**src/include/scc_pkg.sv**
```systemverilog
// constants for the conversion-start control block
package scc_pkg;
	localparam int unsigned CLK_FREQ_HZ       = 50_000_000;
	// acquisition phase length in ns
	localparam int unsigned ACQ_TIME_NS       = 1000;
	// conversion phase length in ns
	localparam int unsigned CONV_TIME_NS      = 1000;
	localparam int unsigned CLK_PERIOD_NS     = 1_000_000_000 / CLK_FREQ_HZ;
	// least times, rounded up to whole cycles
	localparam int unsigned ACQ_CYCLES        = (ACQ_TIME_NS + CLK_PERIOD_NS - 1) / CLK_PERIOD_NS;
	localparam int unsigned CONV_CYCLES       = (CONV_TIME_NS + CLK_PERIOD_NS - 1) / CLK_PERIOD_NS;
	localparam int unsigned CNT_W             = 8;
	localparam logic [7:0]  CNT_ZERO          = 8'h00;
	localparam logic [7:0]  ACQ_LOAD          = 8'(ACQ_CYCLES - 1);
	localparam logic [7:0]  CONV_LOAD         = 8'(CONV_CYCLES - 1);
	localparam logic [15:0] DATA_RESET        = 16'h0000;

	typedef enum logic [4:0] {
		SCC_ACQ   = 5'h01,
		SCC_ARMED = 5'h02,
		SCC_CONV  = 5'h04,
		SCC_LATCH = 5'h08,
		SCC_PWDN  = 5'h10
	} scc_state_t;
endpackage

```
**src/rtl/scc_clk_gate.sv**
```systemverilog
// chip-select gating of the external serial clock
`timescale 1ns/1ps
module scc_clk_gate (
	input  wire logic sys_clk,
	input  wire logic rst_n,
	input  wire logic chip_select_n,
	input  wire logic ext_sclk,
	output logic      sclk_edge
);
	logic sclk_prev_q;
	logic sclk_prev_d;
	logic sclk_edge_q;
	logic sclk_edge_d;

	always_comb begin
		sclk_prev_d = ext_sclk;
		// edges count only while selected
		sclk_edge_d = ext_sclk & ~sclk_prev_q & ~chip_select_n;
	end

	always_ff @(posedge sys_clk) begin
		if (!rst_n) begin
			sclk_prev_q <= 1'b0;
			sclk_edge_q <= 1'b0;
		end else begin
			sclk_prev_q <= sclk_prev_d;
			sclk_edge_q <= sclk_edge_d;
		end
	end

	assign sclk_edge = sclk_edge_q;
endmodule // scc_clk_gate

```
**src/rtl/scc_conv_ctrl.sv**
```systemverilog
// conversion-start, power-down and reference select control
`timescale 1ns/1ps
module scc_conv_ctrl (
	input  wire logic        sys_clk,
	input  wire logic        rst_n,
	input  wire logic        reset_in,
	input  wire logic        power_down_in,
	input  wire logic        convert_start_n,
	input  wire logic        internal_ref_off,
	input  wire logic        ref_buffer_off,
	input  wire logic        chip_select_n,
	input  wire logic        ext_sclk,
	input  wire logic [15:0] conv_result,
	output logic             busy,
	output logic             sample_hold,
	output logic             low_power,
	output logic             int_ref_en,
	output logic             ref_buf_en,
	output logic [15:0]      shift_data,
	output logic             shift_clk_edge
);
	scc_pkg::scc_state_t state_q;
	scc_pkg::scc_state_t state_d;
	logic [7:0]          cnt_q;
	logic [7:0]          cnt_d;
	logic                start_prev_q;
	logic                start_prev_d;
	logic                busy_q;
	logic                busy_d;
	logic                hold_q;
	logic                hold_d;
	logic                lowp_q;
	logic                lowp_d;
	logic                iref_q;
	logic                iref_d;
	logic                rbuf_q;
	logic                rbuf_d;
	logic [15:0]         data_q;
	logic [15:0]         data_d;
	logic                start_fall;
	logic [7:0]          busy_run_q;
	logic [7:0]          busy_run_d;

	assign start_fall = start_prev_q & ~convert_start_n;

	always_comb begin
		state_d      = state_q;
		cnt_d        = cnt_q;
		start_prev_d = convert_start_n;
		busy_d       = busy_q;
		hold_d       = hold_q;
		lowp_d       = lowp_q;
		data_d       = data_q;
		iref_d       = ~internal_ref_off;
		rbuf_d       = ~ref_buffer_off;
		if (reset_in) begin
			// abort and restart acquisition
			state_d = scc_pkg::SCC_ACQ;
			cnt_d   = scc_pkg::ACQ_LOAD;
			busy_d  = 1'b0;
			hold_d  = 1'b0;
			lowp_d  = 1'b0;
		end else begin
			case (state_q)
				scc_pkg::SCC_ACQ: begin
					// starts here are ignored until acquisition ends
					if (cnt_q != scc_pkg::CNT_ZERO) begin
						cnt_d = cnt_q - 8'h01;
					end else if (power_down_in) begin
						state_d = scc_pkg::SCC_PWDN;
						lowp_d  = 1'b1;
					end else if (!convert_start_n) begin
						state_d = scc_pkg::SCC_CONV;
						cnt_d   = scc_pkg::CONV_LOAD;
						busy_d  = 1'b1;
						hold_d  = 1'b1;
					end else begin
						state_d = scc_pkg::SCC_ARMED;
					end
				end
				scc_pkg::SCC_ARMED: begin
					if (power_down_in) begin
						state_d = scc_pkg::SCC_PWDN;
						lowp_d  = 1'b1;
					end else if (start_fall) begin
						state_d = scc_pkg::SCC_CONV;
						cnt_d   = scc_pkg::CONV_LOAD;
						busy_d  = 1'b1;
						hold_d  = 1'b1;
					end
				end
				scc_pkg::SCC_CONV: begin
					// power-down does not cut a conversion short
					if (cnt_q != scc_pkg::CNT_ZERO) begin
						cnt_d = cnt_q - 8'h01;
					end else begin
						state_d = scc_pkg::SCC_LATCH;
						data_d  = conv_result;
					end
				end
				scc_pkg::SCC_LATCH: begin
					// busy falls once data sits in the shift register
					busy_d  = 1'b0;
					hold_d  = 1'b0;
					state_d = scc_pkg::SCC_ACQ;
					cnt_d   = scc_pkg::ACQ_LOAD;
				end
				scc_pkg::SCC_PWDN: begin
					if (!power_down_in) begin
						state_d = scc_pkg::SCC_ACQ;
						cnt_d   = scc_pkg::ACQ_LOAD;
						lowp_d  = 1'b0;
					end
				end
				default: begin
					state_d = scc_pkg::SCC_ACQ;
					cnt_d   = scc_pkg::ACQ_LOAD;
					busy_d  = 1'b0;
					hold_d  = 1'b0;
				end
			endcase
		end
	end

	always_ff @(posedge sys_clk) begin
		if (!rst_n) begin
			state_q      <= scc_pkg::SCC_ACQ;
			cnt_q        <= scc_pkg::ACQ_LOAD;
			start_prev_q <= 1'b1;
			busy_q       <= 1'b0;
			hold_q       <= 1'b0;
			lowp_q       <= 1'b0;
			iref_q       <= 1'b1;
			rbuf_q       <= 1'b1;
			data_q       <= scc_pkg::DATA_RESET;
		end else begin
			state_q      <= state_d;
			cnt_q        <= cnt_d;
			start_prev_q <= start_prev_d;
			busy_q       <= busy_d;
			hold_q       <= hold_d;
			lowp_q       <= lowp_d;
			iref_q       <= iref_d;
			rbuf_q       <= rbuf_d;
			data_q       <= data_d;
		end
	end

	scc_clk_gate u_clk_gate (
		.sys_clk       (sys_clk),
		.rst_n         (rst_n),
		.chip_select_n (chip_select_n),
		.ext_sclk      (ext_sclk),
		.sclk_edge     (shift_clk_edge)
	);

	assign busy        = busy_q;
	assign sample_hold = hold_q;
	assign low_power   = lowp_q;
	assign int_ref_en  = iref_q;
	assign ref_buf_en  = rbuf_q;
	assign shift_data  = data_q;

	// cycles busy has stood, for the length check
	always_comb begin
		busy_run_d = busy_q ? (busy_run_q + 8'h01) : scc_pkg::CNT_ZERO;
	end

	always_ff @(posedge sys_clk) begin
		if (!rst_n) begin
			busy_run_q <= scc_pkg::CNT_ZERO;
		end else begin
			busy_run_q <= busy_run_d;
		end
	end
endmodule // scc_conv_ctrl

```
**config.mk**
```make
export PLATFORM = sky130hd
export DESIGN_NAME = scc_conv_ctrl
export DESIGN_NICKNAME = d
export VERILOG_FILES = /design/src/include/scc_pkg.sv /design/src/rtl/scc_clk_gate.sv /design/src/rtl/scc_conv_ctrl.sv
export SDC_FILE = /design/constraint.sdc
export NUM_CORES = 1
export LEC_CHECK = 0
export ABC_CLOCK_PERIOD_IN_PS = 4100
export BUFFER_PORTS_ARGS = -buffer_cell sky130_fd_sc_hd__buf_4
export CAP_MARGIN = 20
export CORE_UTILIZATION = 30
export CTS_BUF_LIST = sky130_fd_sc_hd__clkbuf_8 sky130_fd_sc_hd__clkbuf_16
export DETAILED_ROUTE_END_ITERATION = 6
export PLACE_DENSITY = 0.48
export SKIP_CTS_REPAIR_TIMING = 1
export SYNTH_ARGS = -nofsm -noshare
export SYNTH_HDL_FRONTEND = slang
export SYNTH_SLANG_ARGS = --single-unit
```
**constraint.sdc**
```tcl
create_clock -name sys_clk -period 4.1 [get_ports sys_clk]
set_input_delay 0.82 -clock sys_clk [delete_from_list [all_inputs] [get_ports sys_clk]]
set_output_delay 0.82 -clock sys_clk [all_outputs]
set_load 0.03 [all_outputs]
```
## After elaboration in Yosys (flattened, before gate mapping)

Index checks and enable logic that the tools add are counted.

- Register bits: 36
- Input port bits: 25
- Output and inout bits: 22
- Word-level logic and storage cells: 73

- $add $sub $neg: 1
- Equal/unequal tests: 15
- Multiplexer cells: 26
- Bitwise gates (word level): 12
- Reduce and logical (&&, ||, !) cells: 9

Operator list:

| operator | count |
|---|---|
| $mux 8 | 7 |
| $pmux 8 s4 | 1 |
| $mux 5 | 6 |
| $pmux 5 s4 | 1 |
| $ne 2x2->1 const B | 8 |
| $reduce_and 6->1 | 2 |
| $ne 3x3->1 const B | 3 |
| $not 1->1 | 9 |
| $mux 1 | 8 |
| $reduce_bool 8->1 | 1 |
| $sub 8x1->8 const B | 1 |
| $pmux 1 s3 | 2 |
| $reduce_and 3->1 | 2 |
| $eq 5x1->1 const B | 1 |
| $eq 5x2->1 const B | 1 |
| $eq 5x3->1 const B | 1 |
| $eq 5x5->1 const B | 1 |
| $reduce_and 4->1 | 1 |
| $reduce_or 2->1 | 2 |
| $and 1x1->1 | 3 |
| $mux 3 | 1 |
| $reduce_bool 3->1 | 1 |

## Depth between registers and ports, before layout

- Word-level depth: 5
- Gate-level depth with buffers: 9
- Gate-level depth less buffers: 7

## By module

A second synthesis with hierarchy kept.

- Cells, all modules: 208
- Area, all modules: 1836.8 sq um

Modules (own cells, without submodules):

| module | times used | cells an instance | area an instance (sq um) | seq. area each (sq um) |
|---|---|---|---|---|
| scc_conv_ctrl | 1 | 204 | 1778.0 | 680.7 |
| scc_clk_gate | 1 | 4 | 58.8 | 40.0 |

## Worst setup path before layout

Ideal clock, no wire load.

- Path kind: input -> register
- From: in reset_in
- To: reg cnt_q[7]
- Library setup time: 0.057 ns
- Data arrival time: 1.927 ns
- Required time: 4.043 ns
- Slack: 2.116 ns
- Cell stages on the path: 5
- Path buffers: 1
- Path through: nand2b_1 -> clkbuf_1 -> nor3b_1 -> nor4b_1 -> a21o_1

- Word-level cells in the longest chain between the ends: 1

Ends and longest elaborated chain:

| item | line | text |
|---|---|---|
| start: declaration | scc_conv_ctrl.sv:6 | `input wire logic reset_in,` |
| $reduce_or 2->1 (no source line) | - |  |
| end signal: assignment | scc_conv_ctrl.sv:128 | `cnt_q <= scc_pkg::ACQ_LOAD;` |
| end signal: assignment | scc_conv_ctrl.sv:138 | `cnt_q <= cnt_d;` |
| end: declaration | scc_conv_ctrl.sv:24 | `logic [7:0] cnt_q;` |

No other way between the ends.
A chain may end at the register's enable or synchronous reset.

## Worst setup path after layout

- From: reg cnt_q[0]
- To: reg data_q[8], in the netlist shift_data[8]

- Word-level cells in the longest chain between the ends: 3

Ends and longest elaborated chain:

| item | line | text |
|---|---|---|
| $reduce_bool 8->1 | scc_conv_ctrl.sv:94 | `if (cnt_q != scc_pkg::CNT_ZERO) begin` |
| $not 1->1 (no source line) | - |  |
| $reduce_and 3->1 (no source line) | - |  |
| end signal: assignment | scc_conv_ctrl.sv:135 | `data_q <= scc_pkg::DATA_RESET;` |
| end signal: assignment | scc_conv_ctrl.sv:145 | `data_q <= data_d;` |
| end: declaration | scc_conv_ctrl.sv:38 | `logic [15:0] data_q;` |

No other way between the ends.

==> flow_metrics.py <==
metrics = {
    "run_status": {
        "outcome": "finished clean",
    },
    "cts": {
        "clk_pin_slew_ns": 0.07,
        "cts_inserted_buffers": 5,
        "insertion_delay_ns": 0.29,
        "clock-sinks": 36,
        "htree_levels": 2,
        "cts_tree": "done",
        "cts_root_buf": "clkbuf_8",
        "clockBufferDepth": 2,
    },
    "grt": {
        "grt_start_max_net_pins": 23,
        "grt_pass1_wl_um": 6658,
        "grt_pass1_vias": 1343,
        "antenna_found_initial": 0,
        "overflow": 0,
        "track_usage": 0.1455,
    },
    "synth": {
        "synthFlopType": "dfxtp_1",
        "synth_area_mm2": 0.001673,
        "avgSynthCellArea_um2": 8.713,
        "synth-seq-cells": 36,
        "synth_cell_types": 50,
        "synth-edff-count": 0,
        "async_flop_share": 0,
        "yosysSeqAreaShare": 0.4308,
        "yosysWarnings": 0,
        "syn_inst": 192,
        "syn-num-nets": 218,
    },
    "worst_setup_path": {
        "end_kind": "register",
        "crit_fanout": 16,
        "critical_path.slowest_cell": "nor3_2",
        "slowest_delay_ns": 0.77,
        "worst_setup_path_start_kind": "register",
        "critPathKind": "reg2reg",
        "critical_path_arrival_ns": 2.62,
        "crit_chain": "inv_1 > ha_1 > nor4b_4 > nand2_2 > nor3_2 > nand2_1 > a21boi_1",
        "worstPathRequired_ns": 4.32,
    },
    "detailed_routing": {
        "ant_nets": 0,
        "wl_um": 3984,
        "via_per_inst": 4.758,
        "vias": 1456,
        "drc": 0,
        "first_pass_iters": 4,
        "routedWlPerCell_um": 13.02,
        "drt_iter0_markers": 86,
    },
    "worst_hold_path": {
        "hp-class": "reg2reg",
    },
    "timing": {
        "hold_ws_ns": 0.3925,
        "setup_slack_ns": 1.699,
        "fin_crit_ns": 2.401,
        "slew_headroom": 0.3571,
        "setup_tns_ns": 0,
        "worst_slew_pin_slew_ns": 0.9591,
        "setup_viol_count_final": 0,
        "rsz0062_at_grt": "no",
        "drv_slew": 0,
        "finalHoldViolCount": 0,
        "fmax_ghz": 0.4165,
        "skew_ns": 0.003637,
        "min_period_over_period": 0.5855,
    },
    "run": {
        "cap_violations": 0,
    },
    "placement": {
        "dp_hpwl_um": 2839,
        "place_congestion": 0.7478,
        "pre_cts_slack_ns": 1.585,
        "port_buffers": 46,
        "dpl_cell_area_mm2": 0.002044,
    },
    "floorplan": {
        "die_area_mm2": 0.005879,
        "start_util": 0.3194,
        "die_x_um": 76.68,
        "die_h_um": 76.68,
        "ios": 47,
        "core_area_mm2": 0.005238,
        "num_rows": 26,
    },
    "final_layout": {
        "n_fill_cell": 558,
        "drive_gt1_frac": 0.2585,
        "fin_util": 0.4083,
        "areaGrowthSynthToFinish_pct": 27.82,
        "fin_area_mm2": 0.002138,
        "multiInputGateArea_um2": 868.3,
        "insertedDiodeCount": 0,
        "ff_latch_area_um2": 720.7,
        "fin_nets": 261,
    },
    "power_and_ir_drop": {
        "peakVddDrop_v": 0.0001484,
        "power_density_mw_per_mm2": 311.0,
        "p_leak_nw": 0.8259,
    },
}
power breakdown:
group          internal [W]  switching (W)  leakage, nW
sequential         0.000354     0.00000384        0.292
combinational     0.0000257      0.0000215        0.485
clock              0.000134       0.000126       0.0486
cell usage after synthesis, types with 2 or more instances:
library cell  number  area share
a21boi_1          16       0.072
a21oi_1            2      0.0060
and2_1             2      0.0075
and3_1             2      0.0075
buf_4              2      0.0090
buf_6              2       0.013
clkbuf_1           5       0.011
dfxtp_1           36        0.43
inv_1              6       0.013
mux2i_1            2       0.012
nand2_1           43       0.096
nand2b_1           2      0.0075
nand3_1            6       0.018
nand4_1            2      0.0075
nor2_1             6       0.013
nor2b_1            4       0.015
nor3_1             6       0.018
nor3b_1            3       0.013
o211a_1            2       0.012
o21a_1             2      0.0090
o21ai_0            3      0.0090
o21ai_1            4       0.012
o311ai_0           2       0.010
or3_1              5       0.019
xnor2_1            2       0.010
state kept, by name, summed over array words and instances (netlist names):
register / cells
cnt_q: 8
ref_buf_en: 1
start_prev_q: 1
shift_data: 16
sample_hold: 1
u_clk_gate.sclk_prev_q: 1
int_ref_en: 1
u_clk_gate.sclk_edge: 1
state_q: 5
low_power: 1
routing by layer:
metal	wire, um	share of wire	GRT usage
met1	1956	0.49	0.1937
met3	183	0.046	0.04405
met2	1817	0.46	0.2179
met4	27	0.0068	0.05769
met5	0	0	0
per-stage QoR:
step / total power, W / std cells
3_3_place_gp: 0.0004140 / 298
5_1_grt: 0.0006990 / 306
6_report: 0.0006651 / 306
4_1_cts: 0.0006779 / 306
3_5_place_dp: 0.0004134 / 298
2_1_floorplan: 0.0003875 / 192
cell usage in the layout, fill, tap and decap left out, drive strengths merged, types with 2 or more instances in the layout:
cell | Yosys | layout
buf | 5 | 46
nand2 | 44 | 44
dfxtp | 36 | 36
a21boi | 16 | 16
o21ai | 8 | 8
inv | 6 | 7
nor3 | 7 | 7
nand3 | 6 | 6
nor2 | 6 | 6
clkbuf | 5 | 6
or3 | 6 | 6
nor2b | 4 | 4
nor3b | 3 | 3
nand2b | 2 | 2
xnor2 | 2 | 2
and3 | 2 | 2
o311ai | 2 | 2
mux2i | 2 | 2
o21a | 2 | 2
and2 | 2 | 2
nand4 | 2 | 2
o211a | 2 | 2
a21oi | 2 | 2
nor4b | 2 | 2
a31o | 2 | 2
critical path: cells and delay by family, from the launching register on:
kind	cells	cell delay, ns
AO/OA/AOI/OAI	1	0.14
adder cells (fa/ha/maj)	1	0.20
AND/OR/NAND/NOR	4	1.57
buffers and inverters	1	0.07
flip-flops	1	0.35
layout make-up:
| class | instances | share of cell area |
|---|---|---|
| clock buffers | 6 | 0.03862 |
| clock inverters | 2 | 0.005266 |
| flip-flops and latches | 36 | 0.3370 |
| inverters | 6 | 0.01053 |
| multi-input cells | 140 | 0.4061 |
| repair buffers | 46 | 0.1615 |
| well taps | 70 | 0.04096 |
cell families (layout without fill, tap and decap cells):
group,Yosys count,in the layout,share of synthesized area
AND/OR/NAND/NOR,90,90,0.2767
AO/OA/AOI/OAI,45,45,0.2124
flip-flops,36,36,0.4308
buffers and inverters,16,60,0.05011
XOR/XNOR,2,2,0.01047
multiplexers,2,2,0.01197
adder cells (fa/ha/maj),1,1,0.007478
path summary, 6_finish.rpt:
path / endpoint / startpoint / slack (ns) / cells after the start
setup / recovery: shift_data[8] / cnt_q[0] / 1.70 / 7
hold / removal: u_clk_gate.sclk_edge / u_clk_gate.sclk_prev_q / 0.39 / 1
setup reg to reg: shift_data[8] / cnt_q[0] / 1.70 / 7
hold reg to reg: u_clk_gate.sclk_edge / u_clk_gate.sclk_prev_q / 0.39 / 1
Power figures use the tool's default switching activity.
